## config.mk

```make
export PLATFORM = sky130hd
export DESIGN_NAME = boot_image_validator
export DESIGN_NICKNAME = d
export VERILOG_FILES = /design/src/boot_pkg.sv /design/src/boot_image_validator.sv /design/src/vector_checker.sv
export SDC_FILE = /design/constraint.sdc
export NUM_CORES = 1
export LEC_CHECK = 0
export BUFFER_PORTS_ARGS = -buffer_cell sky130_fd_sc_hd__buf_2
export CAP_MARGIN = 20
export CORE_MARGIN = 10
export CORE_UTILIZATION = 54
export DETAILED_ROUTE_END_ITERATION = 16
export PLACE_DENSITY_LB_ADDON = 0.3
export SYNTH_ARGS = -nofsm -noshare
export SYNTH_HDL_FRONTEND = slang
export SYNTH_HIERARCHICAL = 1
export SYNTH_SLANG_ARGS = --single-unit
```

## constraint.sdc

```tcl
create_clock -name i_clk -period 11.75 [get_ports i_clk]
set_input_delay 2.9375 -clock i_clk [delete_from_list [all_inputs] [get_ports i_clk]]
set_output_delay 2.9375 -clock i_clk [all_outputs]
set_load 0.01 [all_outputs]
```

## src/boot_pkg.sv

```systemverilog
// Package of constants for the boot image validator
package boot_pkg;
  // ********************************************************
  // Image format
  // ********************************************************
  localparam int VECTOR_COUNT = 8;
  localparam int DESC_INDEX = 5;
  localparam logic [31:0] DESC_OFFSET = 32'h0000_0014;
  localparam logic [3:0] COND_ALWAYS = 4'he;
  localparam logic [3:0] OP_BRANCH = 4'ha;
  localparam logic [3:0] PC_CODE = 4'hf;
  localparam int COND_MSB = 31;
  localparam int COND_LSB = 28;
  localparam int OP_MSB = 27;
  localparam int OP_LSB = 24;
  localparam logic [1:0] LDR_TOP = 2'h1;
  localparam int LDR_I_BIT = 25;
  localparam int LDR_P_BIT = 24;
  localparam int LDR_B_BIT = 22;
  localparam int LDR_W_BIT = 21;
  localparam int LDR_L_BIT = 20;
  localparam int BASE_MSB = 19;
  localparam int BASE_LSB = 16;
  localparam int DEST_MSB = 15;
  localparam int DEST_LSB = 12;
  // ********************************************************
  // Descriptor fields
  // ********************************************************
  localparam int BLOCKS_MSB = 7;
  localparam int BLOCKS_LSB = 0;
  localparam int PAGES_MSB = 16;
  localparam int PAGES_LSB = 13;
  localparam int PSIZE_MSB = 31;
  localparam int PSIZE_LSB = 17;
  localparam int BLOCK_BYTES = 512;
  localparam int BLOCK_SHIFT = 9;
  localparam logic [31:0] MAX_IMAGE_BYTES = 32'h0002_0000;
  // ********************************************************
  // Memory map
  // ********************************************************
  localparam logic [31:0] RESET_VECTOR = 32'h0000_0000;
  localparam logic [31:0] ROM_HIGH_BASE = 32'h0010_0000;
  localparam logic [31:0] SRAM_START = 32'h0000_0000;
  // ********************************************************
  // Sources, probed in this order
  // ********************************************************
  localparam logic [1:0] SRC_SPI = 2'h0;
  localparam logic [1:0] SRC_TWO_WIRE = 2'h1;
  localparam logic [1:0] SRC_PARALLEL = 2'h2;
  localparam logic [1:0] SRC_NONE = 2'h3;
  // Map decode answers
  localparam logic [1:0] MAP_NONE = 2'h0;
  localparam logic [1:0] MAP_ROM = 2'h1;
  localparam logic [1:0] MAP_SRAM = 2'h2;
  // Reset value of the program counter handed to the processor
  localparam logic [31:0] START_RESET = 32'h0000_0000;
endpackage

```

## src/boot_image_validator.sv

```systemverilog
// Boot image search, validation, copy, remap and handover to the uploader
// Behaviour
// RULE1 - Strap high at reset starts the on-chip boot at address zero.
// RULE2 - Validity is judged only from the first 32 bytes, eight vectors.
// RULE3 - All vectors but the sixth must be branch or load-pc, else invalid.
// RULE4 - A vector needs the unconditional condition code 0xE in bits 31:28.
// RULE5 - Load-pc needs base and destination equal pc, load, pre-index, write-back set.
// RULE6 - A branch needs opcode 1010 in bits 27:24; offset not checked.
// RULE7 - The sixth vector at 0x14 is the descriptor, not an instruction.
// RULE8 - Descriptor bits 7:0 count 512-byte blocks copied, up to 128K.
// RULE9 - Descriptor bits 16:13 give exponent N; page count is two to N.
// RULE10 - Descriptor bits 31:17 give the serial flash page size in bytes.
// RULE11 - Descriptor bits 12:8 are reserved and ignored.
// RULE12 - Two-wire and parallel sources decode only the block count.
// RULE13 - Search serial flash, two-wire EEPROM and 8-bit parallel memory.
// RULE14 - Probe order: SPI chip select zero, two-wire, then bus chip select zero.
// RULE15 - On a valid image copy to SRAM, remap, then start at SRAM start.
// RULE16 - With no valid image start the uploader on debug serial and USB.
// RULE17 - Before remap ROM answers at zero and at 0x0010_0000.
// RULE18 - After remap SRAM decodes at zero, ROM only at its upper base.
// RULE19 - After an uploader download, branch to the SRAM start.
`timescale 1ns/1ps
module boot_image_validator #(
  parameter int MAX_BLOCKS = 256,
  parameter logic [31:0] ROM_SIZE = 32'h0002_0000,
  parameter logic [31:0] SRAM_SIZE = 32'h0000_4000
) (
  input wire logic i_clk,
  input wire logic i_rst,
  input wire logic i_boot_source_select,
  // Word read port towards the selected source
  output logic o_rd_req,
  output logic [1:0] o_rd_source,
  output logic [31:0] o_rd_addr,
  input wire logic i_rd_valid,
  input wire logic i_rd_error,
  input wire logic [31:0] i_rd_data,
  // Page addressing for the serial flash
  output logic [14:0] o_flash_page_size,
  output logic [15:0] o_flash_page_count,
  // SRAM write port
  output logic o_sram_we,
  output logic [31:0] o_sram_addr,
  output logic [31:0] o_sram_wdata,
  // Uploader
  output logic o_uploader_start,
  input wire logic i_uploader_done,
  // Map and execution
  input wire logic [31:0] i_map_addr,
  output logic [1:0] o_map_sel,
  output logic [31:0] o_map_offset,
  output logic o_remapped,
  output logic o_cpu_start,
  output logic [31:0] o_cpu_pc,
  output logic o_boot_valid,
  output logic [1:0] o_boot_source
);
  // ********************************************************
  // State
  // ********************************************************
  typedef enum logic [3:0] {
    ST_IDLE = 4'h0,
    ST_PROBE = 4'h1,
    ST_CHECK = 4'h3,
    ST_COPY = 4'h2,
    ST_REMAP = 4'h6,
    ST_RUN = 4'h7,
    ST_UPLOAD = 4'h5,
    ST_NEXT = 4'h4,
    ST_HALT = 4'hc
  } state_type;

  typedef struct packed {
    state_type state;
    logic strap_meta;
    logic strap_sync;
    // Edges since reset; the strap is judged once its synchroniser is full
    logic [1:0] strap_seen;
    logic up_meta;
    logic up_sync;
    logic [1:0] source;
    logic [2:0] vec_idx;
    logic vec_bad;
    logic [31:0] desc;
    logic [16:0] words_left;
    logic [31:0] addr;
    logic rd_req;
    logic pending;
    logic sram_we;
    logic [31:0] sram_addr;
    logic [31:0] sram_wdata;
    logic [14:0] page_size;
    logic [15:0] page_count;
    logic uploader_start;
    logic remapped;
    logic cpu_start;
    logic [31:0] cpu_pc;
    logic boot_valid;
    logic [1:0] map_sel;
    logic [31:0] map_offset;
  } core_type;

  core_type cur_reg;
  core_type cur_next;
  logic vec_ok;
  logic [7:0] desc_blocks;
  logic [3:0] desc_exp;

  vector_checker u_check (
    .i_word(i_rd_data),
    .o_ok(vec_ok)
  );

  // Fields of the held descriptor; the reserved bits 12:8 are never read
  assign desc_blocks = cur_reg.desc[boot_pkg::BLOCKS_MSB:boot_pkg::BLOCKS_LSB]; // RULE8 RULE11
  assign desc_exp = cur_reg.desc[boot_pkg::PAGES_MSB:boot_pkg::PAGES_LSB]; // RULE9

  // ********************************************************
  // Next state
  // ********************************************************
  always_comb begin
    cur_next = cur_reg;
    cur_next.rd_req = 1'b0;
    cur_next.sram_we = 1'b0;
    cur_next.cpu_start = 1'b0;
    // Strap and uploader done come from outside, so both are synchronised
    cur_next.strap_meta = i_boot_source_select;
    cur_next.strap_sync = cur_reg.strap_meta;
    cur_next.up_meta = i_uploader_done;
    cur_next.up_sync = cur_reg.up_meta;
    case (cur_reg.state)
      ST_IDLE: begin
        // Two edges fill the synchroniser, so the strap is judged on the third
        if (cur_reg.strap_seen != 2'h2) begin
          cur_next.strap_seen = cur_reg.strap_seen + 2'h1;
        end else if (cur_reg.strap_sync) begin
          cur_next.cpu_pc = boot_pkg::RESET_VECTOR; // RULE1
          cur_next.source = boot_pkg::SRC_SPI; // RULE14
          cur_next.vec_idx = 3'h0;
          cur_next.vec_bad = 1'b0;
          cur_next.addr = 32'h0000_0000;
          cur_next.state = ST_PROBE;
        end else begin
          cur_next.state = ST_HALT;
        end
      end
      ST_PROBE: begin
        // Fetch one of the eight vectors; only these 32 bytes decide validity
        cur_next.rd_req = 1'b1; // RULE2
        cur_next.state = ST_CHECK;
      end
      ST_CHECK: begin
        // A source that answers with a read error is skipped like one with a bad image
        if (i_rd_error) begin
          cur_next.state = ST_NEXT;
        end else if (i_rd_valid) begin
          if (cur_reg.vec_idx == 3'(boot_pkg::DESC_INDEX)) begin
            cur_next.desc = i_rd_data; // RULE7
          end else if (!vec_ok) begin
            cur_next.vec_bad = 1'b1; // RULE3
          end
          if (cur_reg.vec_idx == 3'(boot_pkg::VECTOR_COUNT - 1)) begin
            if (cur_reg.vec_bad || !vec_ok) begin
              cur_next.state = ST_NEXT;
            end else begin
              // Block count to words: blocks * 512 / 4
              cur_next.words_left = {2'h0, desc_blocks, 7'h00}; // RULE8 RULE11
              // Page fields mean something only for the serial flash
              if (cur_reg.source == boot_pkg::SRC_SPI) begin
                cur_next.page_size = cur_reg.desc[boot_pkg::PSIZE_MSB:boot_pkg::PSIZE_LSB]; // RULE10
                cur_next.page_count = 16'h0001 << desc_exp; // RULE9
              end else begin
                cur_next.page_size = 15'h0000; // RULE12
                cur_next.page_count = 16'h0000; // RULE12
              end
              cur_next.addr = 32'h0000_0000;
              cur_next.sram_addr = boot_pkg::SRAM_START;
              cur_next.boot_valid = 1'b1;
              cur_next.state = ST_COPY; // RULE15
            end
          end else begin
            cur_next.vec_idx = cur_reg.vec_idx + 3'h1;
            cur_next.addr = cur_reg.addr + 32'h0000_0004;
            cur_next.state = ST_PROBE;
          end
        end
      end
      ST_COPY: begin
        // One read in flight at a time: a slow source must never see a second
        // request before it has answered the first
        if (cur_reg.words_left == 17'h00000) begin
          cur_next.state = ST_REMAP;
        end else if (i_rd_error) begin
          cur_next.pending = 1'b0;
          cur_next.boot_valid = 1'b0;
          cur_next.state = ST_NEXT;
        end else if (cur_reg.pending) begin
          if (i_rd_valid) begin
            cur_next.pending = 1'b0;
            cur_next.sram_we = 1'b1; // RULE15
            cur_next.sram_wdata = i_rd_data;
            cur_next.sram_addr = cur_reg.addr;
            cur_next.addr = cur_reg.addr + 32'h0000_0004;
            cur_next.words_left = cur_reg.words_left - 17'h00001;
          end
        end else begin
          cur_next.rd_req = 1'b1;
          cur_next.pending = 1'b1;
        end
      end
      ST_REMAP: begin
        // Remap holds until the next reset; the low window then belongs to SRAM
        cur_next.remapped = 1'b1; // RULE15 RULE18
        cur_next.state = ST_RUN;
      end
      ST_RUN: begin
        // Execution starts at the first SRAM address only once remap is in place
        if (!cur_reg.cpu_start && cur_reg.cpu_pc != 32'hffff_ffff) begin
          cur_next.cpu_start = 1'b1; // RULE15 RULE19
          cur_next.cpu_pc = boot_pkg::SRAM_START;
          cur_next.state = ST_HALT;
        end
      end
      ST_NEXT: begin
        // Drop to the next source in fixed order, or give up to the uploader
        cur_next.vec_idx = 3'h0;
        cur_next.vec_bad = 1'b0;
        cur_next.addr = 32'h0000_0000;
        cur_next.boot_valid = 1'b0;
        if (cur_reg.source == boot_pkg::SRC_PARALLEL) begin
          cur_next.source = boot_pkg::SRC_NONE;
          cur_next.uploader_start = 1'b1; // RULE16
          cur_next.state = ST_UPLOAD;
        end else begin
          cur_next.source = cur_reg.source + 2'h1; // RULE13 RULE14
          cur_next.state = ST_PROBE;
        end
      end
      ST_UPLOAD: begin
        // Uploader owns the debug serial port and USB until it reports done
        if (cur_reg.up_sync) begin
          cur_next.uploader_start = 1'b0;
          cur_next.state = ST_REMAP; // RULE19
        end
      end
      ST_HALT: begin
        // Nothing more to do until the next reset
        cur_next.state = ST_HALT;
      end
      default: begin
        cur_next.state = ST_IDLE;
      end
    endcase
    // Address map: ROM mirrored low until remap, SRAM low afterwards
    // The upper ROM window is tested first and answers whatever the remap state
    cur_next.map_sel = boot_pkg::MAP_NONE;
    cur_next.map_offset = 32'h0000_0000;
    if (i_map_addr >= boot_pkg::ROM_HIGH_BASE
        && i_map_addr < boot_pkg::ROM_HIGH_BASE + ROM_SIZE) begin
      cur_next.map_sel = boot_pkg::MAP_ROM; // RULE17 RULE18
      cur_next.map_offset = i_map_addr - boot_pkg::ROM_HIGH_BASE;
    end else if (!cur_reg.remapped && i_map_addr < ROM_SIZE) begin
      cur_next.map_sel = boot_pkg::MAP_ROM; // RULE17
      cur_next.map_offset = i_map_addr;
    end else if (cur_reg.remapped && i_map_addr < SRAM_SIZE) begin
      cur_next.map_sel = boot_pkg::MAP_SRAM; // RULE18
      cur_next.map_offset = i_map_addr;
    end
  end

  // ********************************************************
  // State register
  // ********************************************************
  always_ff @(posedge i_clk or posedge i_rst) begin
    if (i_rst) begin
      // Pulses and the map answer start low; the pc starts at the reset vector
      cur_reg <= '0;
      cur_reg.state <= ST_IDLE;
      cur_reg.cpu_pc <= boot_pkg::START_RESET;
    end else begin
      cur_reg <= cur_next;
    end
  end

  // Outputs straight from the state register
  assign o_rd_req = cur_reg.rd_req;
  assign o_rd_source = cur_reg.source;
  assign o_rd_addr = cur_reg.addr;
  assign o_flash_page_size = cur_reg.page_size;
  assign o_flash_page_count = cur_reg.page_count;
  assign o_sram_we = cur_reg.sram_we;
  assign o_sram_addr = cur_reg.sram_addr;
  assign o_sram_wdata = cur_reg.sram_wdata;
  assign o_uploader_start = cur_reg.uploader_start;
  assign o_map_sel = cur_reg.map_sel;
  assign o_map_offset = cur_reg.map_offset;
  assign o_remapped = cur_reg.remapped;
  assign o_cpu_start = cur_reg.cpu_start;
  assign o_cpu_pc = cur_reg.cpu_pc;
  assign o_boot_valid = cur_reg.boot_valid;
  assign o_boot_source = cur_reg.source;
endmodule

```

## src/vector_checker.sv

```systemverilog
// Combinational check of one exception vector word
`timescale 1ns/1ps
module vector_checker (
  input wire logic [31:0] i_word,
  output logic o_ok
);
  logic cond_ok;
  logic branch_ok;
  logic ldr_ok;

  // Unconditional field, then either a branch or a load of the program counter
  always_comb begin
    cond_ok = i_word[boot_pkg::COND_MSB:boot_pkg::COND_LSB] == boot_pkg::COND_ALWAYS; // RULE4
    branch_ok = i_word[boot_pkg::OP_MSB:boot_pkg::OP_LSB] == boot_pkg::OP_BRANCH; // RULE6
    // Offset direction bit is a don't care; byte/word and immediate bits are fixed
    ldr_ok = (i_word[27:26] == boot_pkg::LDR_TOP) && !i_word[boot_pkg::LDR_I_BIT]
      && i_word[boot_pkg::LDR_P_BIT] && !i_word[boot_pkg::LDR_B_BIT]
      && i_word[boot_pkg::LDR_W_BIT] && i_word[boot_pkg::LDR_L_BIT]
      && (i_word[boot_pkg::BASE_MSB:boot_pkg::BASE_LSB] == boot_pkg::PC_CODE)
      && (i_word[boot_pkg::DEST_MSB:boot_pkg::DEST_LSB] == boot_pkg::PC_CODE); // RULE5
    o_ok = cond_ok && (branch_ok || ldr_ok); // RULE3
  end
endmodule

```

Word level (Yosys, flattened, before mapping)
Cells that the tools add are included.
W data, S select, Z words.

cells by class
  reductions and logical operators = 43
  equal/unequal tests = 38
  shifts and indexed selects = 1
  order comparisons = 4
  bitwise operators = 3
  add/sub/neg operators = 6
  muxes and demuxes = 64

operator list
  kind                      count
  $mux W32                  8
  $mux W85                  2
  $mux W49                  3
  $mux W65                  2
  $pmux W32 S2              2
  $pmux W32 S4              1
  $mux W116                 1
  $mux W34                  3
  $mux W66                  1
  $mux W50                  1
  $ne A2 B2 Y1 const B      18
  $pmux W4 S9               1
  $pmux W17 S2              1
  $mux W33                  1
  $add A32 B3 Y32 const B   1
  $ge A32 B21 Y1 const B    1
  $lt A32 B15 Y1 const B    1
  $lt A32 B18 Y1 const B    1
  $lt A32 B21 Y1 const B    1
  $mux W4                   8
  $ne A32 B32 Y1 const B    1
  $sub A32 B21 Y32 const B  1
  $mux W31                  1
  $eq A4 B4 Y1 const B      5
  38 further kinds          93

word-level totals
  bits in registers = 265

Logic depth before layout (Yosys ltp)
  word-level depth = 17
  depth in mapped cells = 11

Modules after synthesis
Netlist, hierarchy kept.

by module, submodules not included
  module                seq. area each (um^2)  cells an instance  area each (um^2)  instances
  boot_image_validator  5630.4                 1142               11303.3           1
  vector_checker        0.0                    8                  63.8              1

Worst setup path after synthesis
OpenSTA, ideal clock, no wires.

  path kind = input-to-reg
  start point = in i_rd_data[22]
  end point = reg cur_reg[204] in the netlist's numbering
  stages on the path = 10
  library setup time = 0.069 ns
  path slack = 6.558 ns
  data arrival time = 5.122 ns
  path through = nand4bb_1 or4_1 a21oi_1 nor2b_1 and2_1 a21oi_1 or3_1 buf_2 or4_1 nand3_1

on the way
  longest elaborated chain between the ends = 12

ends and longest elaborated chain
  item                              line                         text
  start, declared                   boot_image_validator.sv:37   input wire logic [31:0] i_rd_data,
  $logic_not A1 Y1                  vector_checker.sv:17         && i_word[boot_pkg::LDR_P_BIT] && !i_word[boot_pkg::LDR_B_BIT]
  $logic_and A1 B1 Y1               vector_checker.sv:17
  $logic_and A1 B1 Y1 (2 in a row)  vector_checker.sv:18         && i_word[boot_pkg::LDR_W_BIT] && i_word[boot_pkg::LDR_L_BIT]
  $logic_and A1 B1 Y1               vector_checker.sv:19         && (i_word[boot_pkg::BASE_MSB:boot_pkg::BASE_LSB] == boot_pkg::PC_CODE)
  $logic_and A1 B1 Y1               vector_checker.sv:20         && (i_word[boot_pkg::DEST_MSB:boot_pkg::DEST_LSB] == boot_pkg::PC_CODE);
  $logic_or A1 B1 Y1                vector_checker.sv:21         o_ok = cond_ok && (branch_ok || ldr_ok);
  $logic_and A1 B1 Y1               vector_checker.sv:21
  named net vec_ok                  boot_image_validator.sv:105  logic vec_ok;
  $logic_not A1 Y1                  boot_image_validator.sv:163  if (cur_reg.vec_bad || !vec_ok) begin
  $logic_or A1 B1 Y1                boot_image_validator.sv:163
  $ne A2 B2 Y1 (no line)            -
  $reduce_and A9 Y1 (no line)       -
  end signal, assigned              boot_image_validator.sv:281  cur_reg <= cur_next;
  end, declared                     boot_image_validator.sv:103  core_type cur_reg;

The timed path passes the listed nets, and every way through them passes these cells.
A chain may end at the register's enable or synchronous reset.

Worst setup path after layout
Same ends and word-level chain as after synthesis.

==> impl_metrics.py <==
metrics = {
    "grt": {
        "grt_use_total_pct": 19.11,
        "grt_pass1_vias": 7935,
        "grt.overflow.total": 0,
        "grt_max_degree": 150,
        "antenna_found_initial": 0,
        "grt_pass1_wl_um": 42810,
    },
    "yosys": {
        "ys_warn_count": 6,
        "synth_cells": 1150,
        "async_flop_share_pct": 100.0,
        "synth_xor_area_share_pct": 0.07705,
        "yosys_most_used_dff": "dfrtp_1",
        "synth.area.mux_share_pct": 2.873,
        "synth_area_leader_cell": "dfrtp_1",
        "synthesis.area_um2": 11370,
        "synth_edf_count": 0,
        "synth_adder_area_share_pct": 1.321,
        "yosysMostFrequentCell": "dfrtp_1",
        "synth_top_family_by_area": "simple AND/OR/NAND/NOR gates",
        "synthSimpleGateAreaFrac_pct": 16.83,
        "synthTopCellsByArea": "dfrtp_1, buf_4, nand2_1",
        "ys_types": 74,
        "avgSynthCellArea_um2": 9.884,
        "synthTopCellsByCount": "dfrtp_1, buf_4, nand2_1",
        "seq_area_frac_synth_pct": 49.53,
        "synth-compound-area-share_pct": 13.45,
        "synth_top_area_share_pct": 49.53,
        "ys_seq_elements": 225,
    },
    "timing": {
        "clock.fmax_mhz": 173.9,
        "skew_ns": 0.01199,
        "grt_setup_unrepaired": "no",
        "slew_violations": 0,
        "finalCritPeriodShare_pct": 48.95,
        "max-slew-margin-rel_pct": 27.36,
        "layout_min_cycle_time_ns": 5.751,
        "holdWs_ns": 0.3461,
        "finalHoldViolCount": 0,
        "tns_ns": 0,
        "worst_slew_pin_slew_ns": 1.083,
        "setup_viol": 0,
    },
    "die": {
        "io_pins": 273,
        "rows": 53,
        "die_x_um": 165.1,
        "core_area_um2": 20890,
        "dieArea_um2": 27250,
        "start_util_pct": 54.42,
        "dieHeight_um": 165.1,
    },
    "setup_path": {
        "critPathRequiredTime_ns": 12.19,
        "path_max_fanout": 53,
        "arrival_ns": 6.19,
        "critPathLaunchType": "input port",
        "r2r_setup_slack_ns": 8.20,
        "criticalPathCategory": "in2reg",
        "end_kind": "register",
        "reg2reg_depth": 5,
        "r2r_end": "o_rd_addr[29]",
        "timing.rr.start": "cur_reg[261]",
    },
    "cells_and_area": {
        "largest_reg_flops": 57,
        "regArea_um2": 5630,
        "multiInputGateArea_um2": 4064,
        "nets": 1283,
        "final_layout_size_suffix_gt1_share_pct": 27.49,
        "insertedDiodeCount": 0,
        "fill_cells": 1823,
        "area_delta_synth_final_pct": 6.583,
    },
    "run_status": {
        "status": "finished clean",
    },
    "clock_network": {
        "root_buffer": "clkbuf_16",
        "cts_tree": "yes",
        "cts_max_path_buffers": 3,
        "cts_htree_levels": 1,
        "cts_made_buffers": 24,
        "cts_sinks": 225,
        "clk_latency_ns": 0.51,
        "postCtsHoldBufs": 0,
        "post_cts_buffers": 0,
        "path_clk_slew_ns": 0.06,
        "cts_resized": 0,
    },
    "hold_path": {
        "hold_path.class": "reg2reg",
        "min_to": "cur_reg[259]",
        "hold_path_depth": 0,
        "hold_start": "cur_next[259]",
    },
    "routing": {
        "firstDrtPassIters": 5,
        "ant_nets": 0,
        "wirelength_um": 27190,
        "drc": 0,
        "drt_iter0_markers": 553,
        "viasPerCell": 5.478,
        "avgRoutedWirePerCell_um": 18.25,
        "num_vias": 8162,
    },
    "power": {
        "ir_drop_mv": 0.1689,
        "combPwrFrac_pct": 29.2,
        "power_per_cell_area_nw_per_um2": 200.6,
        "power.leakage_uw": 0.006256,
        "p_sw_uw": 848.4,
        "p_seq_share_pct": 40.6,
        "p_clk_share_pct": 30.2,
        "swShare_pct": 34.91,
        "p_int_uw": 1582,
    },
    "place": {
        "place_congestion": 0.8672,
        "dp_hpwl_um": 18980,
        "io_buffers": 238,
    },
    "job": {
        "maxCapViolations": 0,
    },
}
[area by class of cell]
type	instances	share of cell area [%]
clock buffer	37	5.949
clock inverter	3	0.3305
inverter	12	0.4337
multi-input combinational	693	33.54
sequential	225	46.47
tap	275	2.840
timing repair buffer	245	10.43
[power by group through the flow]
stage | sequential [µW] | clock (µW) | combinational, µW
floorplan | 956 | 0 | 615
detailed placement | 998 | 0 | 713
finish | 987 | 734 | 709
CTS | 986 | 749 | 715
global placement | 996 | 0 | 700
global route | 1010 | 788 | 806
[cell usage in the layout, fill, tap and decap left out, drive strengths merged, types with 14 or more instances in the layout]
master  count
o31ai      24
nor4       14
clkbuf     37
mux2       29
o21ai      77
buf       245
a22o       35
a21oi      28
nand3      23
nand2     189
nor2       54
dfrtp     225
nor2b      24
conb       34
[per-stage QoR]
| stage | instances | power, µW | instance area [µm²] | utilization, % | worst slack [ns] |
|---|---|---|---|---|---|
| after floorplan | 1183 | 1571 | 11490 | - | 2.650 |
| after CTS | 1489 | 2451 | 12090 | 57.87 | 5.970 |
| after global placement | 1449 | 1696 | 11330 | 54.23 | 5.559 |
| final | 1490 | 2431 | 12120 | 58.00 | 5.999 |
| after global routing | 1490 | 2599 | 12120 | 58.00 | 5.812 |
| after detailed placement | 1449 | 1712 | 11330 | 54.23 | 5.515 |
[cell families after synthesis]
group | count (synthesis)
buffers and inverters | 265
muxes | 29
AOI/OAI and AO/OA | 226
xor gates and xnor gates | 1
adders and majority gates | 12
and+or+nand+nor | 391
other | 1
DFF | 225
[routing by layer]
metal  part of all wire, %  track usage, %  vias up
met5                     0               0        -
met4                   1.3           4.428        0
met3                   7.5           4.412       26
met2                    49           31.40      267
met1                    42           25.22     4031
li1                      -               -     3838
[critical path, cell delays in order]
cell       delay [ns]
buf_2            0.12
nand4bb_1        0.22
or4_1            0.53
a21oi_1          0.27
nor2b_1          0.23
and2_1           0.20
a21oi_1          0.11
or3_2            0.88
or4_1            0.60
nand3_1          0.09
[worst max-delay path by stage]
stage | startpoint | to | slack [ns] | depth (start not counted)
detailed placement | i_rd_data[22] | cur_reg[204] | 5.52 | 10
finish | i_rd_data[22] | cur_reg[204] | 6.00 | 10
global route | i_rd_data[22] | cur_reg[204] | 5.81 | 10
global placement | i_rd_data[25] | cur_reg[204] | 5.56 | 10
floorplan | i_rst | cur_next[255] | 2.65 | 1
CTS | i_rd_data[22] | cur_reg[204] | 5.97 | 10
Note: power is estimated with default switching activity, not from simulation.
